$ cat config.mk
export PLATFORM = sky130hd
export DESIGN_NAME = sul_dev_flat
export DESIGN_NICKNAME = d
export VERILOG_FILES = /design/src/sul_pkg.sv /design/src/sul_if.sv /design/src/sul_dev.sv /design/src/sul_cmp.sv /design/src/flat_wrapper.sv
export SDC_FILE = /design/constraint.sdc
export NUM_CORES = 1
export LEC_CHECK = 0
export ABC_AREA = 1
export BUFFER_PORTS_ARGS = -buffer_cell sky130_fd_sc_hd__buf_2
export CELL_PAD_IN_SITES_DETAIL_PLACEMENT = 1
export CELL_PAD_IN_SITES_GLOBAL_PLACEMENT = 1
export CORE_AREA = 2 2 210 212
export DETAILED_ROUTE_END_ITERATION = 10
export DIE_AREA = 0 0 212 214
export GPL_ROUTABILITY_DRIVEN = 1
export HOLD_SLACK_MARGIN = 0.02
export PLACE_DENSITY_LB_ADDON = 0.1
export SLEW_MARGIN = 20
export SYNTH_ARGS = -nofsm -noshare
export SYNTH_HDL_FRONTEND = slang
export SYNTH_SLANG_ARGS = --single-unit
export TNS_END_PERCENT = 20
$ cat constraint.sdc
create_clock -name CLK -period 5.6 [get_ports CLK]
set_clock_uncertainty 0.05 [all_clocks]
set_input_delay 0.28 -clock CLK [delete_from_list [all_inputs] [get_ports CLK]]
set_output_delay 0.28 -clock CLK [all_outputs]
set_load 0.005 [all_outputs]
$ cat src/sul_pkg.sv
// Contract
// - Command code F2h starts an unlock
// - Device requests one sector; password in words 1-16
// - Word 0 bit 0 picks user or master
// - Master at high level compares master password
// - Master at maximum level is rejected
// - User kind always compares user password
// - Match leaves locked state, enters unlocked
// - Unlock never alters stored passwords
// - Power-on or non-preserving COMRESET relocks; code relocks on COMRESET only with SEC_ENABLED high
// - Mismatch aborts and decrements attempt counter
// - Counter starts at 5; zero rejects protected commands
// - Abort after data only for mismatch; code also aborts after data for master kind at maximum level
// - Comparison covers all 32 password bytes
// - Security level: high zero, maximum one
package sul_pkg;
   localparam logic [7:0]  CMD_UNLOCK     = 8'hF2; // Unlock command code
   localparam int          SECTOR_WORDS   = 256;   // Words in one sector
   localparam int          PW_FIRST_WORD  = 1;     // First password word
   localparam int          PW_LAST_WORD   = 16;    // Last password word
   localparam int          PW_WORDS       = 16;    // Password length, words
   localparam int          KIND_BIT       = 0;     // Identifier bit position
   localparam logic        KIND_USER      = 1'b0;  // Identifier for user
   localparam logic        KIND_MASTER    = 1'b1;  // Identifier for master
   localparam logic        LEVEL_HIGH     = 1'b0;  // Security level high
   localparam logic        LEVEL_MAXIMUM  = 1'b1;  // Security level maximum
   localparam logic [2:0]  ATTEMPTS_INIT  = 3'h5;  // Attempts after power-on
   localparam logic [15:0] PW_RESET_WORD  = 16'h0000; // Unused; storage has no reset
   // Host-side register offsets
   localparam logic [3:0]  REG_CTRL       = 4'h0;  // Command code control
   localparam logic [3:0]  REG_PWDATA     = 4'h1;  // Password word fifo-less
   localparam logic [3:0]  REG_STATUS     = 4'h2;  // Result and busy
   localparam logic [3:0]  REG_IRQ_STAT   = 4'h3;  // Sticky events
   localparam logic [3:0]  REG_IRQ_CLR    = 4'h4;  // Write-one clear
   localparam logic [3:0]  REG_IRQ_EN     = 4'h5;  // Event enables
   localparam int          EV_DONE        = 0;     // Success event bit
   localparam int          EV_ABORT       = 1;     // Abort event bit
   localparam int          EV_WIDTH       = 2;     // Number of events
endpackage : sul_pkg

$ cat src/sul_if.sv
`timescale 1ns/100ps
// Command link between host controller and device
interface sul_if;
   logic [7:0]  cmd;        // Command code
   logic        cmd_valid;  // One-cycle command strobe
   logic        drq;        // Device requests data, level
   logic [15:0] wdata;      // Data word from host
   logic        wvalid;     // One-cycle data word strobe
   logic        done;       // One-cycle completion pulse
   logic        abort;      // Abort flag with done
   logic        early;      // Abort came before data
   modport dev  (input cmd, cmd_valid, wdata, wvalid,
                 output drq, done, abort, early);
   modport host (output cmd, cmd_valid, wdata, wvalid,
                 input drq, done, abort, early);
endinterface : sul_if

$ cat src/sul_dev.sv
`timescale 1ns/100ps
// Device end: decodes unlock, takes one sector, compares, updates lock
module sul_dev
   import sul_pkg::*;
(
   input  wire logic        CLK,
   input  wire logic        RST,
   input  wire logic        CE,
   sul_if.dev               LNK,
   input  wire logic        COMRESET,
   input  wire logic        SSP_ENABLE,
   input  wire logic        SEC_ENABLED,
   input  wire logic        LEVEL,
   input  wire logic        PW_WE,
   input  wire logic        PW_KIND,
   input  wire logic [3:0]  PW_IDX,
   input  wire logic [15:0] PW_WORD,
   output logic             LOCKED,
   output logic             PROTECT_REJECT,
   output logic [2:0]       ATTEMPTS
);
   import sul_pkg::*;
   typedef enum {S_IDLE, S_DATA, S_EVAL} sul_state_t;

   sul_state_t  st_reg, st_next;        // Command sequencer
   logic [7:0]  cnt_reg, cnt_next;      // Word index in sector
   logic [2:0]  att_reg, att_next;      // Attempts left
   logic        lock_reg, lock_next;    // Lock state
   logic        kind_reg, kind_next;    // Selected password kind
   logic        drq_reg, drq_next;      // Data request
   logic        done_reg, done_next;    // Completion pulse
   logic        abt_reg, abt_next;      // Abort flag
   logic        early_reg, early_next;  // Abort before data
   logic        locked_next;            // Next lock output
   logic        rej_next;               // Next protect-reject output
   logic        is_unlock;              // Unlock code on the link
   logic        last_word;              // Final word of the sector
   logic [15:0] user_pw   [PW_WORDS];   // Stored user password
   logic [15:0] master_pw [PW_WORDS];   // Stored master password
   logic [15:0] ref_pw    [PW_WORDS];   // Password chosen for compare
   logic        match;                  // Comparator result
   logic        in_pw;                  // Current word is password
   logic [3:0]  pw_idx;                 // Password word index

   // Stored passwords change only through the load port, never through
   // the unlock path, so a good unlock leaves them as they were
   // Storage has no reset; it stands for non-volatile memory
   always_ff @(posedge CLK) begin
      if (CE && PW_WE) begin
         if (PW_KIND == KIND_MASTER) begin
            // Master slot
            master_pw[PW_IDX] <= PW_WORD;
         end else begin
            // User slot
            user_pw[PW_IDX] <= PW_WORD;
         end
      end
   end

   // Password selection by kind
   genvar g;
   generate
      for (g = 0; g < PW_WORDS; g++) begin : g_ref
         assign ref_pw[g] = (kind_reg == KIND_MASTER) ? master_pw[g]
                                                      : user_pw[g];
      end
   endgenerate

   assign in_pw  = (cnt_reg >= 8'(PW_FIRST_WORD)) &&
                   (cnt_reg <= 8'(PW_LAST_WORD));
   assign pw_idx = 4'(cnt_reg - 8'(PW_FIRST_WORD));
   // Shared decodes of the command code and the word index
   assign is_unlock = (LNK.cmd == CMD_UNLOCK);
   assign last_word = (cnt_reg == 8'(SECTOR_WORDS - 1));

   // Running comparison over the sixteen password words
   sul_cmp u_sul_cmp (
      .CLK   (CLK),
      .RST   (RST),
      .CE    (CE),
      .START (st_reg == S_IDLE),
      .STEP  ((st_reg == S_DATA) && LNK.wvalid && in_pw),
      .IDX   (pw_idx),
      .WORD  (LNK.wdata),
      .REF   (ref_pw),
      .MATCH (match)
   );

   // Sequencer next state; one command at a time, one sector per command
   always_comb begin
      // Done is a pulse; the result flags hold until the next command
      st_next    = st_reg;
      cnt_next   = cnt_reg;
      att_next   = att_reg;
      lock_next  = lock_reg;
      kind_next  = kind_reg;
      drq_next   = drq_reg;
      done_next  = 1'b0;
      abt_next   = abt_reg;
      early_next = early_reg;
      case (st_reg)
         // Waiting for a command
         S_IDLE: begin
            if (LNK.cmd_valid && is_unlock) begin
               if (att_reg == 3'h0) begin
                  // Exhausted: refuse before any data
                  done_next  = 1'b1;
                  abt_next   = 1'b1;
                  early_next = 1'b1;
               end else begin
                  // Accepted: ask for the one sector
                  st_next    = S_DATA;
                  cnt_next   = 8'h00;
                  drq_next   = 1'b1;
                  abt_next   = 1'b0;
                  early_next = 1'b0;
               end
            end else if (LNK.cmd_valid) begin
               // Other commands are not ours; refuse early
               done_next  = 1'b1;
               abt_next   = 1'b1;
               early_next = 1'b1;
            end
         end
         // Taking the sector, one word per strobe
         S_DATA: begin
            if (LNK.wvalid) begin
               if (cnt_reg == 8'h00) begin
                  // Only the kind bit of the control word counts
                  kind_next = LNK.wdata[KIND_BIT];
               end
               // Word index counts every word of the sector
               cnt_next = cnt_reg + 8'h01;
               if (last_word) begin
                  // Sector complete; stop asking
                  drq_next = 1'b0;
                  st_next  = S_EVAL;
               end
            end
         end
         // Comparator has settled on the last password word
         S_EVAL: begin
            st_next   = S_IDLE;
            done_next = 1'b1;
            if (kind_reg == KIND_MASTER && LEVEL == LEVEL_MAXIMUM) begin
               // Not a mismatch, so no attempt is spent
               abt_next = 1'b1;
            end else if (match) begin
               // Good password: unlock
               lock_next = 1'b0;
               abt_next  = 1'b0;
            end else begin
               // Mismatch: abort after data, spend one attempt
               abt_next = 1'b1;
               att_next = att_reg - 3'h1;
            end
         end
         // Unused encodings fall back to idle
         default: st_next = S_IDLE;
      endcase
      // Link reset without preservation drops the command and loads the lock state with SEC_ENABLED
      if (COMRESET && !SSP_ENABLE) begin
         lock_next = SEC_ENABLED;
         st_next   = S_IDLE;
         drq_next  = 1'b0;
      end
      // Lock output is live only with the lock function on
      locked_next = lock_next & SEC_ENABLED;
      // Exhausted counter shuts out protected commands until power-on
      rej_next    = (att_next == 3'h0);
   end

   // Power-on relocks and reloads attempts
   always_ff @(posedge CLK) begin
      if (RST) begin
         st_reg    <= S_IDLE;
         cnt_reg   <= 8'h00;
         att_reg   <= ATTEMPTS_INIT;
         lock_reg  <= 1'b1;
         kind_reg  <= KIND_USER;
         drq_reg   <= 1'b0;
         done_reg  <= 1'b0;
         abt_reg   <= 1'b0;
         early_reg <= 1'b0;
         LOCKED    <= 1'b1;
         PROTECT_REJECT <= 1'b0;
      end else if (CE) begin
         st_reg    <= st_next;
         cnt_reg   <= cnt_next;
         att_reg   <= att_next;
         lock_reg  <= lock_next;
         kind_reg  <= kind_next;
         drq_reg   <= drq_next;
         done_reg  <= done_next;
         abt_reg   <= abt_next;
         early_reg <= early_next;
         LOCKED    <= locked_next;
         PROTECT_REJECT <= rej_next;
      end
   end
   // Outputs straight from their flip-flops
   assign ATTEMPTS  = att_reg;
   assign LNK.drq   = drq_reg;
   assign LNK.done  = done_reg;
   assign LNK.abort = abt_reg;
   assign LNK.early = early_reg;
endmodule : sul_dev

$ cat src/sul_cmp.sv
`timescale 1ns/100ps
// Running equality of received words against a stored password
module sul_cmp
   import sul_pkg::*;
(
   input  wire logic        CLK,
   input  wire logic        RST,
   input  wire logic        CE,
   input  wire logic        START,
   input  wire logic        STEP,
   input  wire logic [3:0]  IDX,
   input  wire logic [15:0] WORD,
   input  wire logic [15:0] REF [PW_WORDS],
   output logic             MATCH
);
   import sul_pkg::*;
   logic match_reg;   // Accumulated equality
   logic match_next;  // Next accumulated equality

   // Every word counts, so no byte is padding
   always_comb begin
      match_next = match_reg;
      if (START) begin
         match_next = 1'b1;
      end else if (STEP) begin
         match_next = match_reg & (WORD == REF[IDX]);
      end
   end

   // Registered result
   always_ff @(posedge CLK) begin
      if (RST) begin
         match_reg <= 1'b0;
      end else if (CE) begin
         match_reg <= match_next;
      end
   end
   assign MATCH = match_reg;
endmodule : sul_cmp

$ cat src/flat_wrapper.sv
// flat-port wrapper written by rule: the top's interface ports become plain ports
module sul_dev_flat import sul_pkg::*;
  (CLK, RST, CE, COMRESET, SSP_ENABLE, SEC_ENABLED, LEVEL, PW_WE, PW_KIND, PW_IDX, PW_WORD, LOCKED, PROTECT_REJECT, ATTEMPTS, LNK_cmd, LNK_cmd_valid, LNK_wdata, LNK_wvalid, LNK_drq, LNK_done, LNK_abort, LNK_early);
  sul_if LNK_i ();
  input  wire logic CLK;
  input  wire logic RST;
  input  wire logic CE;
  input  wire logic COMRESET;
  input  wire logic SSP_ENABLE;
  input  wire logic SEC_ENABLED;
  input  wire logic LEVEL;
  input  wire logic PW_WE;
  input  wire logic PW_KIND;
  input  wire logic [3:0] PW_IDX;
  input  wire logic [15:0] PW_WORD;
  output logic LOCKED;
  output logic PROTECT_REJECT;
  output logic [2:0] ATTEMPTS;
  input wire logic [$bits(LNK_i.cmd)-1:0] LNK_cmd;
  input wire logic [$bits(LNK_i.cmd_valid)-1:0] LNK_cmd_valid;
  input wire logic [$bits(LNK_i.wdata)-1:0] LNK_wdata;
  input wire logic [$bits(LNK_i.wvalid)-1:0] LNK_wvalid;
  output wire logic [$bits(LNK_i.drq)-1:0] LNK_drq;
  output wire logic [$bits(LNK_i.done)-1:0] LNK_done;
  output wire logic [$bits(LNK_i.abort)-1:0] LNK_abort;
  output wire logic [$bits(LNK_i.early)-1:0] LNK_early;
  assign LNK_i.cmd = LNK_cmd;
  assign LNK_i.cmd_valid = LNK_cmd_valid;
  assign LNK_i.wdata = LNK_wdata;
  assign LNK_i.wvalid = LNK_wvalid;
  assign LNK_drq = LNK_i.drq;
  assign LNK_done = LNK_i.done;
  assign LNK_abort = LNK_i.abort;
  assign LNK_early = LNK_i.early;
  sul_dev u_core (.CLK(CLK), .RST(RST), .CE(CE), .LNK(LNK_i), .COMRESET(COMRESET), .SSP_ENABLE(SSP_ENABLE), .SEC_ENABLED(SEC_ENABLED), .LEVEL(LEVEL), .PW_WE(PW_WE), .PW_KIND(PW_KIND), .PW_IDX(PW_IDX), .PW_WORD(PW_WORD), .LOCKED(LOCKED), .PROTECT_REJECT(PROTECT_REJECT), .ATTEMPTS(ATTEMPTS));
endmodule
Word-level counts from Yosys, hierarchy flattened
Memory sizes are Yosys's and may differ from the RTL's.
Index checks and enable logic that the tools add are counted.

word-level totals
  register bits after elaboration = 52
  latch bits = 0
  memory bits (writable) = 512
  bits in read-only memories = 0
  output and inout port bits = 9
  word-level logic and storage cells = 121
  memories = 2

memory list
  name              words  width  read ports  clocked after Yosys merged registers in  write ports  RTL line       source
  u_core.master_pw  16     16     16          0                                        1            sul_dev.sv:39  logic [15:0] master_pw [PW_WORDS];
  u_core.user_pw    16     16     16          0                                        1            sul_dev.sv:38  logic [15:0] user_pw [PW_WORDS];

cells by class
  $add $sub $neg = 3
  multipliers = 0
  div/mod/pow operators = 0
  $lt $le $gt $ge = 3
  equality and inequality tests = 14
  shift-type cells = 0
  muxes and demuxes = 59
  bitwise operators = 3
  reductions and logical operators = 25

operators with widths
  kind                   count
  $mux W16               18
  $mux W32               5
  $bmux W16 S4           1
  $eq A32 B2 Y1 const B  2
  $logic_not A32 Y1      2
  $pmux W32 S2           1
  $eq A32 B1 Y1 const B  1
  $mux W1                24
  $mux W8                3
  $eq A16 B16 Y1         1
  $eq A8 B8 Y1 const B   2
  $pmux W8 S2            1
  $reduce_and A5 Y1      2
  $mux W3                3
  $add A8 B1 Y8 const B  1
  $ge A8 B1 Y1 const B   1
  $le A8 B5 Y1 const B   1
  $logic_not A8 Y1       1
  $reduce_bool A2 Y1     4
  $logic_and A1 B1 Y1    7
  $logic_not A3 Y1       2
  $ne A3 B1 Y1 const B   2
  $ne A3 B2 Y1 const B   2
  $pmux W1 S2            3
  other kinds (14)       17

Longest topological paths before layout
Gate-level depths: netlist of run 1.

  depth after elaboration = 9
  gate-level depth with buffers = 21

Hierarchy
A second synthesis of run 1 with hierarchy kept.

second synthesis, totals
  cell total of the unflattened synthesis = 2377
  area, all modules = 23279.8 µm²

by module, submodules not included
  module   times used  cells an instance  area each (µm²)  seq. area each (µm²)
  sul_dev  1           1609               20058.0          15795.1
  sul_cmp  1           768                3221.8           20.0

Worst setup path after synthesis of run 1
No wires, ideal clock.

  path kind = register to register
  start point = register u_core.cnt_reg[0]
  end point = register u_core.u_sul_cmp.match_reg, in the netlist u_core.u_sul_cmp.MATCH
  library setup time = 0.067 ns
  arrival time = 2.417 ns
  data required time = 5.483 ns
  path slack = 3.066 ns
  cell stages (with the launch flop) = 21
  clock period less this slack = 2.534 ns
  cell sequence = dfxtp_1 inv_2 buf_2 buf_2 ha_1 clkbuf_1 buf_2 nand3_1 nand2_1 nand2_1 nand3_1 nand2_1 nand2_1 nand2_1 nor2_1 nand2_1 nor2_1 nand2_1 nand2_1 nand2_1 a21oi_2

on the way
  longest elaborated chain between the ends = 9
  elaborated cells between the ends (all ways) = 15
  those cells by class = add/sub: 1; order compare: 2; eq/ne: 1; mux: 5; bitwise: 2; reduce/logical: 4

ends and longest elaborated chain
  element                                      RTL line        source
  from (decl)                                  sul_dev.sv:26   logic [7:0] cnt_reg, cnt_next;
  from (signal assigned)                       sul_dev.sv:189  cnt_reg <= cnt_next;
  $sub A4 B1 Y4                                sul_dev.sv:71   assign pw_idx = 4'(cnt_reg - 8'(PW_FIRST_WORD));
  $not A4 Y5 (implied by the code)             sul_cmp.sv:26   match_next = match_reg & (WORD == REF[IDX]);
  $bmux W16 S4                                 sul_cmp.sv:26
  $mux W16 (implied by the code) (2 in a row)  sul_cmp.sv:26
  $eq A16 B16 Y1                               sul_cmp.sv:26
  $and A1 B1 Y1                                sul_cmp.sv:26
  $mux W1                                      sul_cmp.sv:25   end else if (STEP) begin
  $mux W1                                      sul_cmp.sv:23   if (START) begin
  to (signal assigned)                         sul_cmp.sv:35   match_reg <= match_next;
  to (decl)                                    sul_cmp.sv:17   logic match_reg;

Parallel ways exist; a longest one is shown, timed or not. The select of a mux whose other input is x is not followed.
A chain may end at the register's enable or synchronous reset.

Worst setup path in the final report of run 1
  start point = register u_core.kind_reg
  end point = register u_core.u_sul_cmp.match_reg, in the netlist u_core.u_sul_cmp.MATCH

on the way
  longest elaborated chain between the ends = 8
  elaborated cells between the ends (all ways) = 23
  those cells by class = eq/ne: 1; mux: 21; bitwise: 1

ends and longest elaborated chain
  element                                          RTL line        source
  from (decl)                                      sul_dev.sv:29   logic kind_reg, kind_next;
  from (signal assigned)                           sul_dev.sv:192  kind_reg <= kind_next;
  $mux W16                                         sul_dev.sv:64   assign ref_pw[g] = (kind_reg == KIND_MASTER) ? master_pw[g]
  $bmux W16 S4 (*)                                 sul_cmp.sv:26
  $mux W16 (implied by the code) (*) (2 in a row)  sul_cmp.sv:26
  $eq A16 B16 Y1 (*)                               sul_cmp.sv:26
  $and A1 B1 Y1 (*)                                sul_cmp.sv:26
  $mux W1 (*)                                      sul_cmp.sv:25
  $mux W1 (*)                                      sul_cmp.sv:23

Mark *: on every way between the ends. The rest lies on a longest branch, timed or not. The select of a mux whose other input is x is not followed.

==> results of run 1 <==
[what timing repair did]
item | 4_1_cts | 5_1_grt
resized for setup | 0 | 0
hold buffers | 4 | 0
hold endpoints to repair | 9 | 0
[tightest hold or removal path, delay by kind of cell]
family	cells	cell delay, ns
compound gates	2	0.23
buf+inv	1	0.13
[worst min-delay path by stage]
stage | cells after the start | from | end
2_1_floorplan | 0 | PW_WORD[0] | u_core.master_pw[0][0]
3_3_place_gp | 2 | u_core.PROTECT_REJECT | u_core.PROTECT_REJECT
3_5_place_dp | 2 | u_core.PROTECT_REJECT | u_core.PROTECT_REJECT
4_1_cts | 4 | LNK_cmd[4] | u_core.LNK.early
5_1_grt | 4 | LNK_cmd[4] | u_core.LNK.early
6_report | 3 | LNK_wdata[0] | u_core.kind_reg
[cell type report]
cell class                      count  area [sq um]
Timing Repair Buffer              103           676
Multi-Input combinational cell   1365          5970
Fill cell                        4615         17400
Inverter                          158           603
Tap cell                          585           732
Clock inverter                     26           169
Clock buffer                       76          1520
Sequential cell                   534         15800
[layer usage]
layer | vias up | wire [microns] | global-route usage (%)
li1 | 7372 | - | -
met1 | 8209 | 27900 | 39.9
met2 | 525 | 32500 | 49.2
met3 | 128 | 3770 | 3.58
met4 | 0 | 1750 | 10.0
met5 | - | 0 | 0
[cells in the mapped netlist (3+ instances only)]
cell,number
sky130_fd_sc_hd__buf_1,11
sky130_fd_sc_hd__nand3_1,323
sky130_fd_sc_hd__buf_6,28
sky130_fd_sc_hd__ha_1,6
sky130_fd_sc_hd__clkbuf_1,12
sky130_fd_sc_hd__buf_4,10
sky130_fd_sc_hd__o21ai_1,17
sky130_fd_sc_hd__nand4_1,5
sky130_fd_sc_hd__nor2_1,146
sky130_fd_sc_hd__o21ai_0,36
sky130_fd_sc_hd__nor3_1,4
sky130_fd_sc_hd__inv_1,152
sky130_fd_sc_hd__buf_2,49
sky130_fd_sc_hd__a21oi_1,18
sky130_fd_sc_hd__a211oi_1,4
sky130_fd_sc_hd__nand2_1,780
sky130_fd_sc_hd__o211ai_1,9
sky130_fd_sc_hd__dfxtp_1,22
sky130_fd_sc_hd__xor2_1,3
sky130_fd_sc_hd__edfxtp_1,512
sky130_fd_sc_hd__nand3b_1,6
sky130_fd_sc_hd__inv_2,5
[power by group]
group / internal [uW] / switching, uW
clock network: 1980 / 1510
registers: 4410 / 19.5
logic: 262 / 702
total: 6650 / 2230
[metrics by stage]
| stage | setup WS (ns) | hold slack (ns) |
|---|---|---|
| floorplan | 3.07 | 0.329 |
| global placement | 2.06 | 0.403 |
| global route | 1.77 | 0.0445 |
| detailed placement | 2.04 | 0.406 |
| CTS | 2.01 | 0.0208 |
| finish | 2.01 | 0.0525 |
[logic make-up (layout without fill, tap and decap cells)]
kind of cell    Yosys count  count (layout)  share of synthesized area [%]
mux                       1               1                         0.0435
flops                   534             534                           68.8
compound gates           88              88                           2.17
buf+inv                 269             363                           5.75
fa+ha+maj                 6               6                          0.327
simple gates           1265            1265                           22.6
xor+xnor                  5               5                          0.305
==> flow_summary.yaml, run 1 <==
final_layout:
  mostFrequentLayoutCell: "sky130_fd_sc_hd__nand2_1"
  layout.cells.non_filler: 2847
  nNetsFinal: 2278
  ratio_of_cells_with_drive_above_1_in_the_final_layout_pct: 9.20
  final_core_util_pct: 59.4
  layout-area-overhead-vs-synth_pct: 10.9
  antennaDiodeCount: 0
  layout.cells.most_common_list: "sky130_fd_sc_hd__nand2_1, sky130_fd_sc_hd__edfxtp_1, sky130_fd_sc_hd__nand3_1"
  post-route-cell-area_sq_um: 25500
clocking:
  cts_num_sinks: 534
  cts.clk_slew.worst_paths_ns: 0.06
  worstSkewPairLatency_ns: 0.60
  cts_tree: "done"
  clock-root-buffer: "sky130_fd_sc_hd__clkbuf_16"
  cts_setup_buffers: 0
  cts-htree-levels: 2
  cts_inserted_buffers: 55
  clock_buffer_depth: 3
global_routing:
  grt.total_usage_pct: 29.4
  overflow: 0
  grt_antenna_before_repair: 0
  grt_first_pass_wirelength_mm: 100
  grt_max_degree: 220
  grt_pass1_vias: 17123
power_and_ir_drop:
  cellPowerDensity_nw_per_um2: 348
  vdd_ir_drop_max_v: 0.000307
  power.leakage_uw: 0.00992
  report.power.total_uw: 8870
routing:
  sum_of_routed_wire_length_over_all_layers_mm: 65.9
  drt-initial-drc-count: 1231
  detail_route.wl_per_cell_microns: 23.1
  final_antenna_net_count: 0
  detail_route.vias_per_cell: 5.70
  num_vias: 16234
  post-route-drc-count: 0
  first_pass_iters: 5
logic_synthesis:
  synth_cell_area_sq_um: 23000
  count_of_cell_types_in_the_netlist: 32
  synth_largest_type_area_fraction_pct: 66.9
  postSynthRegisterBits: 534
  gate_count_after_technology_mapping: 2168
  synth_edf_count: 512
  async_reset_ff_share_pct: 0
  synth.yosys.warnings: 0
  seq_total_area_yosys_pct: 68.8
  syn-mean-instance-area_sq_um: 10.6
  mappedNetlistNets: 2229
  leading_area_contributor_after_synthesis: "sky130_fd_sc_hd__edfxtp_1"
  synth_area_leaders: "sky130_fd_sc_hd__edfxtp_1, sky130_fd_sc_hd__nand2_1, sky130_fd_sc_hd__nand3_1"
  yosys_most_used_dff: "sky130_fd_sc_hd__edfxtp_1"
worst_setup_path:
  regToRegStartpoint: "u_core.kind_reg"
  worst_ep_required_time_ns: 6.08
  critPathMaxFanout: 219
  reg2reg_depth: 17
  r2r_end: "u_core.u_sul_cmp.MATCH"
  worst_setup_path_endpoint: "u_core.u_sul_cmp.MATCH"
  cpMaxStageDelayCell: "sky130_fd_sc_hd__dfxtp_4"
  timing.critical_path.from: "u_core.kind_reg"
  end_kind: "flip-flop"
  crit_top_cell: "sky130_fd_sc_hd__nand2_1"
  critical_path_class: "flip-flop to flip-flop"
  timing.critical_path.arrival_ns: 4.07
  crit_path_cell_trace: "buf_12 > nor2_1 > nor2_1 > o21ai_1 > nand3_1 > nand3_1 > nand3_1 > nand2_1 > nand2_1 > nand2_1 > nor2_1 > nand2_1 > nor2_1 > nand2_1 > nand2_1 > nand2_1 > a21oi_2"
  worst_setup_path_start_kind: "flip-flop"
  setup.reg_to_reg.worst_slack_ns: 2.01
  worstPathBufferInverterCount: 1
  critical_path_cell_count: 17
  critical_path.max_stage_delay_ns: 0.73
  critical_path_s_top_delay_family: "simple AND/OR/NAND/NOR gates"
floorplan:
  initial_utilization_pct: 53.6
  floorplan.core_area_sq_um: 42900
  pin_count: 64
  row_count: 76
  die_height_microns: 214
  width_of_the_chip_microns: 212
  dieArea_sq_um: 45400
timing:
  grt_setup_unrepaired: "false"
  finalSetupViolations: 0
  final-hold-violation-count: 0
  timing.fmax_ghz: 0.279
  drv_slew: 0
  final_min_period_over_clock_period_pct: 64.0
  fin_setup_tns_ns: 0
  worst-slew-pin-transition_ns: 1.21
  maxSlewHeadroom_pct: 19.6
  min_period_ns: 3.59
worst_hold_path:
  hold_path.class: "input port to flip-flop"
flow_run:
  maxCapViolCount: 0
placed_design:
  detailed_place_hpwl_mm: 37.3
  placedCellCount: 2741
  place.port_buffers: 63
  placed_area_sq_um: 23800
  gp_congestion: 0.844
status:
  run_status: "finished, final reports clean"
No activity file was read; power rests on OpenSTA's default activity.
==> run 2: changes to the inputs <==
- CORE_AREA: 2 2 210 212 -> 2 2 218 220
- DIE_AREA: 0 0 212 214 -> 0 0 220 222
- clock period: 5.6 -> 3.75 ns (I/O delays scaled with it)
==> flow_summary.yaml, run 2 (same netlist as run 1, synthesis figures left out) <==
status:
  run_status: "finished, final reports clean"
worst_setup_path:
  worst_setup_path_start_kind: "flip-flop"
  cpMaxStageDelayCell: "sky130_fd_sc_hd__dfxtp_1"
  worst_ep_required_time_ns: 4.24
  critical_path.max_stage_delay_ns: 0.35
  end_kind: "flip-flop"
  worstPathBufferInverterCount: 4
  critical_path_s_top_delay_family: "simple AND/OR/NAND/NOR gates"
  crit_path_cell_trace: "inv_1 > ha_4 > inv_2 > buf_12 > buf_4 > nand3_1 > nand3_1 > nand3_1 > nand3_1 > nand2_1 > nor2_1 > nand2_1 > nor2_1 > nand2_1 > nand2_1 > nand2_1 > a21oi_2"
  timing.critical_path.arrival_ns: 3.57
  critPathMaxFanout: 25
  crit_top_cell: "sky130_fd_sc_hd__nand2_1"
  critical_path_class: "flip-flop to flip-flop"
clocking:
  clock-root-buffer: "sky130_fd_sc_hd__clkbuf_16"
  worstSkewPairLatency_ns: 0.62
  cts_tree: "done"
  clock_buffer_depth: 3
  cts_inserted_buffers: 58
  cts.clk_slew.worst_paths_ns: 0.06
  cts_num_sinks: 534
  cts-htree-levels: 2
  cts_setup_buffers: 0
power_and_ir_drop:
  power.leakage_uw: 0.0101
  cellPowerDensity_nw_per_um2: 523
  report.power.total_uw: 13600
  vdd_ir_drop_max_v: 0.000437
floorplan:
  pin_count: 64
  dieArea_sq_um: 48800
  die_height_microns: 222
  initial_utilization_pct: 49.7
  floorplan.core_area_sq_um: 46300
  row_count: 79
  width_of_the_chip_microns: 220
worst_hold_path:
  hold_path.class: "input port to flip-flop"
routing:
  drt-initial-drc-count: 1440
  detail_route.wl_per_cell_microns: 23.0
  first_pass_iters: 5
  final_antenna_net_count: 0
  post-route-drc-count: 0
  num_vias: 16210
  sum_of_routed_wire_length_over_all_layers_mm: 66.7
  detail_route.vias_per_cell: 5.58
final_layout:
  ratio_of_cells_with_drive_above_1_in_the_final_layout_pct: 10.8
  mostFrequentLayoutCell: "sky130_fd_sc_hd__nand2_1"
  num-fill-cells: 4997
  nNetsFinal: 2312
  layout.cells.most_common_list: "sky130_fd_sc_hd__nand2_1, sky130_fd_sc_hd__edfxtp_1, sky130_fd_sc_hd__nand3_1"
  antennaDiodeCount: 0
  layout-area-overhead-vs-synth_pct: 12.8
timing:
  final.hold.worst_slack_ns: 0.0738
  finalSetupViolations: 0
  min_period_ns: 3.08
  final-hold-violation-count: 0
  drv_slew: 0
  timing.fmax_ghz: 0.325
  fin_ws_ns: 0.672
  grt_setup_unrepaired: "false"
  fin_setup_tns_ns: 0
  worst-slew-pin-transition_ns: 0.848
  maxSlewHeadroom_pct: 43.5
  final_min_period_over_clock_period_pct: 82.1
placed_design:
  place.port_buffers: 63
  gp_congestion: 0.870
  post-place-ws_ns: 0.678
  detailed_place_hpwl_mm: 40.1
global_routing:
  grt_max_degree: 122
  grt_first_pass_wirelength_mm: 102
  grt_pass1_vias: 16966
  grt_antenna_before_repair: 3
  grt.total_usage_pct: 27.9
  overflow: 0
flow_run:
  maxCapViolCount: 0
==> run 2: cell count changes in the layout (fill, tap and decap cells not counted), moves of 5 or more <==
| cell | change |
|---|---|
| sky130_fd_sc_hd__buf_4 | +18 |
| sky130_fd_sc_hd__nor2_2 | +15 |
| sky130_fd_sc_hd__dlygate4sd3_1 | +10 |
| sky130_fd_sc_hd__nor2_1 | -10 |
| sky130_fd_sc_hd__clkbuf_1 | -6 |
| sky130_fd_sc_hd__nor2_4 | -5 |
==> run 2: repair_timing <==
item / CTS / global route
endpoints found under the hold margin: 13 / 0
gates resized for setup: 0 / 0
hold buffers: 14 / 0
==> run 2: layout make-up <==
class	instances	area [sq um]	share of cell area, %
Sequential cell	534	15800	61.0
Timing Repair Buffer	134	971	3.74
Clock buffer	72	1570	6.04
Tap cell	607	759	2.93
Multi-Input combinational cell	1365	5970	23.0
Clock inverter	35	243	0.936
Inverter	158	603	2.33
==> run 2: per-stage QoR <==
stage / instances / cell area, sq um / util (%)
floorplan: 2168 / 23000 / -
global placement: 2784 / 24000 / 51.8
detailed placement: 2784 / 24000 / 51.8
CTS: 2905 / 25900 / 56.1
global route: 2905 / 25900 / 56.1
finish: 2905 / 25900 / 56.1
==> run 2: final timing paths <==
path / startpoint / end / slack, ns / cells past startpoint
worst max-delay path: u_core.cnt_reg[1] / u_core.u_sul_cmp.MATCH / 0.67 / 17
worst min-delay path: PW_WORD[13] / u_core.master_pw[3][13] / 0.07 / 1
worst max register to register: u_core.cnt_reg[1] / u_core.u_sul_cmp.MATCH / 0.67 / 17
worst min register to register: u_core.LNK.abort / u_core.LNK.abort / 0.42 / 2
==> run 2: layer usage <==
metal	wire length, microns	up-vias	GRT usage [%]
li1	-	7449	-
met1	28100	8157	37.8
met2	32300	463	45.9
met3	4160	141	4.79
met4	2160	0	9.20
met5	0	-	0
==> run 2: report_power, final <==
part	leakage, uW	switching (uW)	internal [uW]
combinational	0.00446	1060	418
clock	0.000897	2330	3150
sequential	0.00479	25.0	6590
==> run 3: changes to the inputs <==
- clock period: 3.75 -> 3.15 ns (I/O delays scaled with it)
==> flow_summary.yaml, run 3 (same netlist as run 1, synthesis figures left out) <==
clocking:
  cts_num_sinks: 534
  clock_buffer_depth: 3
  cts_setup_buffers: 0
  cts.clk_slew.worst_paths_ns: 0.06
  cts-htree-levels: 2
  clock-root-buffer: "sky130_fd_sc_hd__clkbuf_16"
  worstSkewPairLatency_ns: 0.62
  cts_inserted_buffers: 55
  cts_tree: "done"
timing:
  timing.fmax_ghz: 0.342
  maxSlewHeadroom_pct: 49.2
  final-hold-violation-count: 0
  finalSetupViolations: 0
  worst-slew-pin-transition_ns: 0.762
  drv_slew: 0
  fin_setup_tns_ns: 0
  min_period_ns: 2.93
  grt_setup_unrepaired: "false"
  final_min_period_over_clock_period_pct: 92.9
placed_design:
  detailed_place_hpwl_mm: 40.6
  place.port_buffers: 63
  gp_congestion: 0.821
status:
  run_status: "finished, final reports clean"
routing:
  first_pass_iters: 5
  detail_route.vias_per_cell: 5.62
  final_antenna_net_count: 0
  num_vias: 16300
  detail_route.wl_per_cell_microns: 23.5
  sum_of_routed_wire_length_over_all_layers_mm: 68.1
  drt-initial-drc-count: 1397
  post-route-drc-count: 0
worst_hold_path:
  hold_path.class: "input port to flip-flop"
  min-delay-start: "CE"
  worst_hold_path_ep: "u_core.u_sul_cmp.MATCH"
  worst_hold_path.num_cells: 3
final_layout:
  antennaDiodeCount: 0
  mostFrequentLayoutCell: "sky130_fd_sc_hd__nand2_1"
  nNetsFinal: 2309
  final_core_util_pct: 56.0
  layout.cells.most_common_list: "sky130_fd_sc_hd__nand2_1, sky130_fd_sc_hd__edfxtp_1, sky130_fd_sc_hd__nand3_1"
  layout-area-overhead-vs-synth_pct: 12.7
  ratio_of_cells_with_drive_above_1_in_the_final_layout_pct: 10.6
global_routing:
  grt_max_degree: 122
  grt.total_usage_pct: 28.4
  grt_first_pass_wirelength_mm: 103
  grt_antenna_before_repair: 0
  overflow: 0
  grt_pass1_vias: 17239
worst_setup_path:
  critPathMaxFanout: 18
  worst_ep_required_time_ns: 3.64
  timing.critical_path.arrival_ns: 3.41
  r2r_end: "u_core.u_sul_cmp.MATCH"
  cpMaxStageDelayCell: "sky130_fd_sc_hd__inv_2"
  critical_path_class: "flip-flop to flip-flop"
  reg2reg_depth: 17
  timing.critical_path.from: "u_core.cnt_reg[1]"
  crit_top_cell: "sky130_fd_sc_hd__nand2_1"
  worst_setup_path_start_kind: "flip-flop"
  crit_path_cell_trace: "inv_1 > ha_1 > xnor2_4 > inv_2 > buf_4 > nand2_1 > nand2_1 > nand2_1 > nand3_1 > nand2_1 > nor2_1 > nand2_1 > nor2_1 > nand2_1 > nand2_1 > nand2_1 > a21oi_2"
  regToRegStartpoint: "u_core.cnt_reg[1]"
  setup.reg_to_reg.worst_slack_ns: 0.22
  end_kind: "flip-flop"
  critical_path.max_stage_delay_ns: 0.37
power_and_ir_drop:
  report.power.total_uw: 16100
  vdd_ir_drop_max_v: 0.000491
  cellPowerDensity_nw_per_um2: 623
  power.leakage_uw: 0.0101
floorplan:
  die_height_microns: 222
  dieArea_sq_um: 48800
  floorplan.core_area_sq_um: 46300
  width_of_the_chip_microns: 220
  row_count: 79
  pin_count: 64
  initial_utilization_pct: 49.7
flow_run:
  maxCapViolCount: 0
run 3: cell types whose count changed in the layout (fill, tap and decap cells not counted):
cell / change
sky130_fd_sc_hd__bufinv_16: +3
sky130_fd_sc_hd__o21ai_1: -1
sky130_fd_sc_hd__nor2_2: +3
sky130_fd_sc_hd__inv_6: -1
sky130_fd_sc_hd__clkbuf_16: -5
sky130_fd_sc_hd__clkbuf_1: +4
sky130_fd_sc_hd__nor2_4: -3
sky130_fd_sc_hd__clkinv_2: -5
sky130_fd_sc_hd__clkinv_8: +1
sky130_fd_sc_hd__buf_12: +3
sky130_fd_sc_hd__clkinv_1: -4
sky130_fd_sc_hd__o21ai_2: +1
sky130_fd_sc_hd__buf_4: -3
run 3: worst max-delay path by stage:
stage / cells after the start / endpoint / slack [ns]
floorplan: 20 / u_core.u_sul_cmp.MATCH / 0.62
global placement: 17 / u_core.u_sul_cmp.MATCH / 0.38
detailed placement: 17 / u_core.u_sul_cmp.MATCH / 0.28
CTS: 17 / u_core.u_sul_cmp.MATCH / 0.22
global route: 17 / u_core.u_sul_cmp.MATCH / 0.04
finish: 17 / u_core.u_sul_cmp.MATCH / 0.22
run 3: per-stage QoR:
stage | hold slack (ns) | cell area (sq um) | setup WS [ns] | instances
6_report | 0.0628 | 25900 | 0.222 | 2898
2_1_floorplan | 0.206 | 23000 | 0.616 | 2168
5_1_grt | 0.0498 | 25900 | 0.0420 | 2898
4_1_cts | 0.0339 | 25900 | 0.220 | 2898
3_5_place_dp | 0.352 | 24000 | 0.282 | 2784
3_3_place_gp | 0.349 | 24000 | 0.381 | 2784
run 3: layout make-up:
class                   instances  area [sq um]
clock inverters                29           300
flip-flops and latches        534         15800
well taps                     607           759
fillers                      4926         20300
clock buffers                  71          1460
inverters                     158           603
multi-input cells            1365          5960
repair buffers                134          1010
run 3: report_power, final:
part,internal (uW),switching (uW),total [uW]
Combinational,496,1300,1790
Clock,3740,2730,6470
Sequential,7840,30.0,7870
Total,12100,4050,16100
run 3: critical path: cells and delay by family, from the launching register on:
| family | cells | cell delay (ns) |
|---|---|---|
| adders and majority gates | 1 | 0.34 |
| DFF | 1 | 0.32 |
| xor gates and xnor gates | 1 | 0.10 |
| AOI/OAI and AO/OA | 1 | 0.11 |
| and+or+nand+nor | 11 | 1.01 |
| buffers and inverters | 3 | 0.93 |
run 3: routing by layer:
metal	GRT usage, %	share of wire [%]
met1	38.9	43
met2	47.0	49
met5	0	0
met4	8.85	2.9
met3	3.83	5.7
run 3: repair_timing:
action | in CTS | in global routing
endpoints found under the hold margin | 14 | 0
resized for setup | 0 | 1
hold buffers | 14 | 0
setup endpoints to repair | 0 | 1
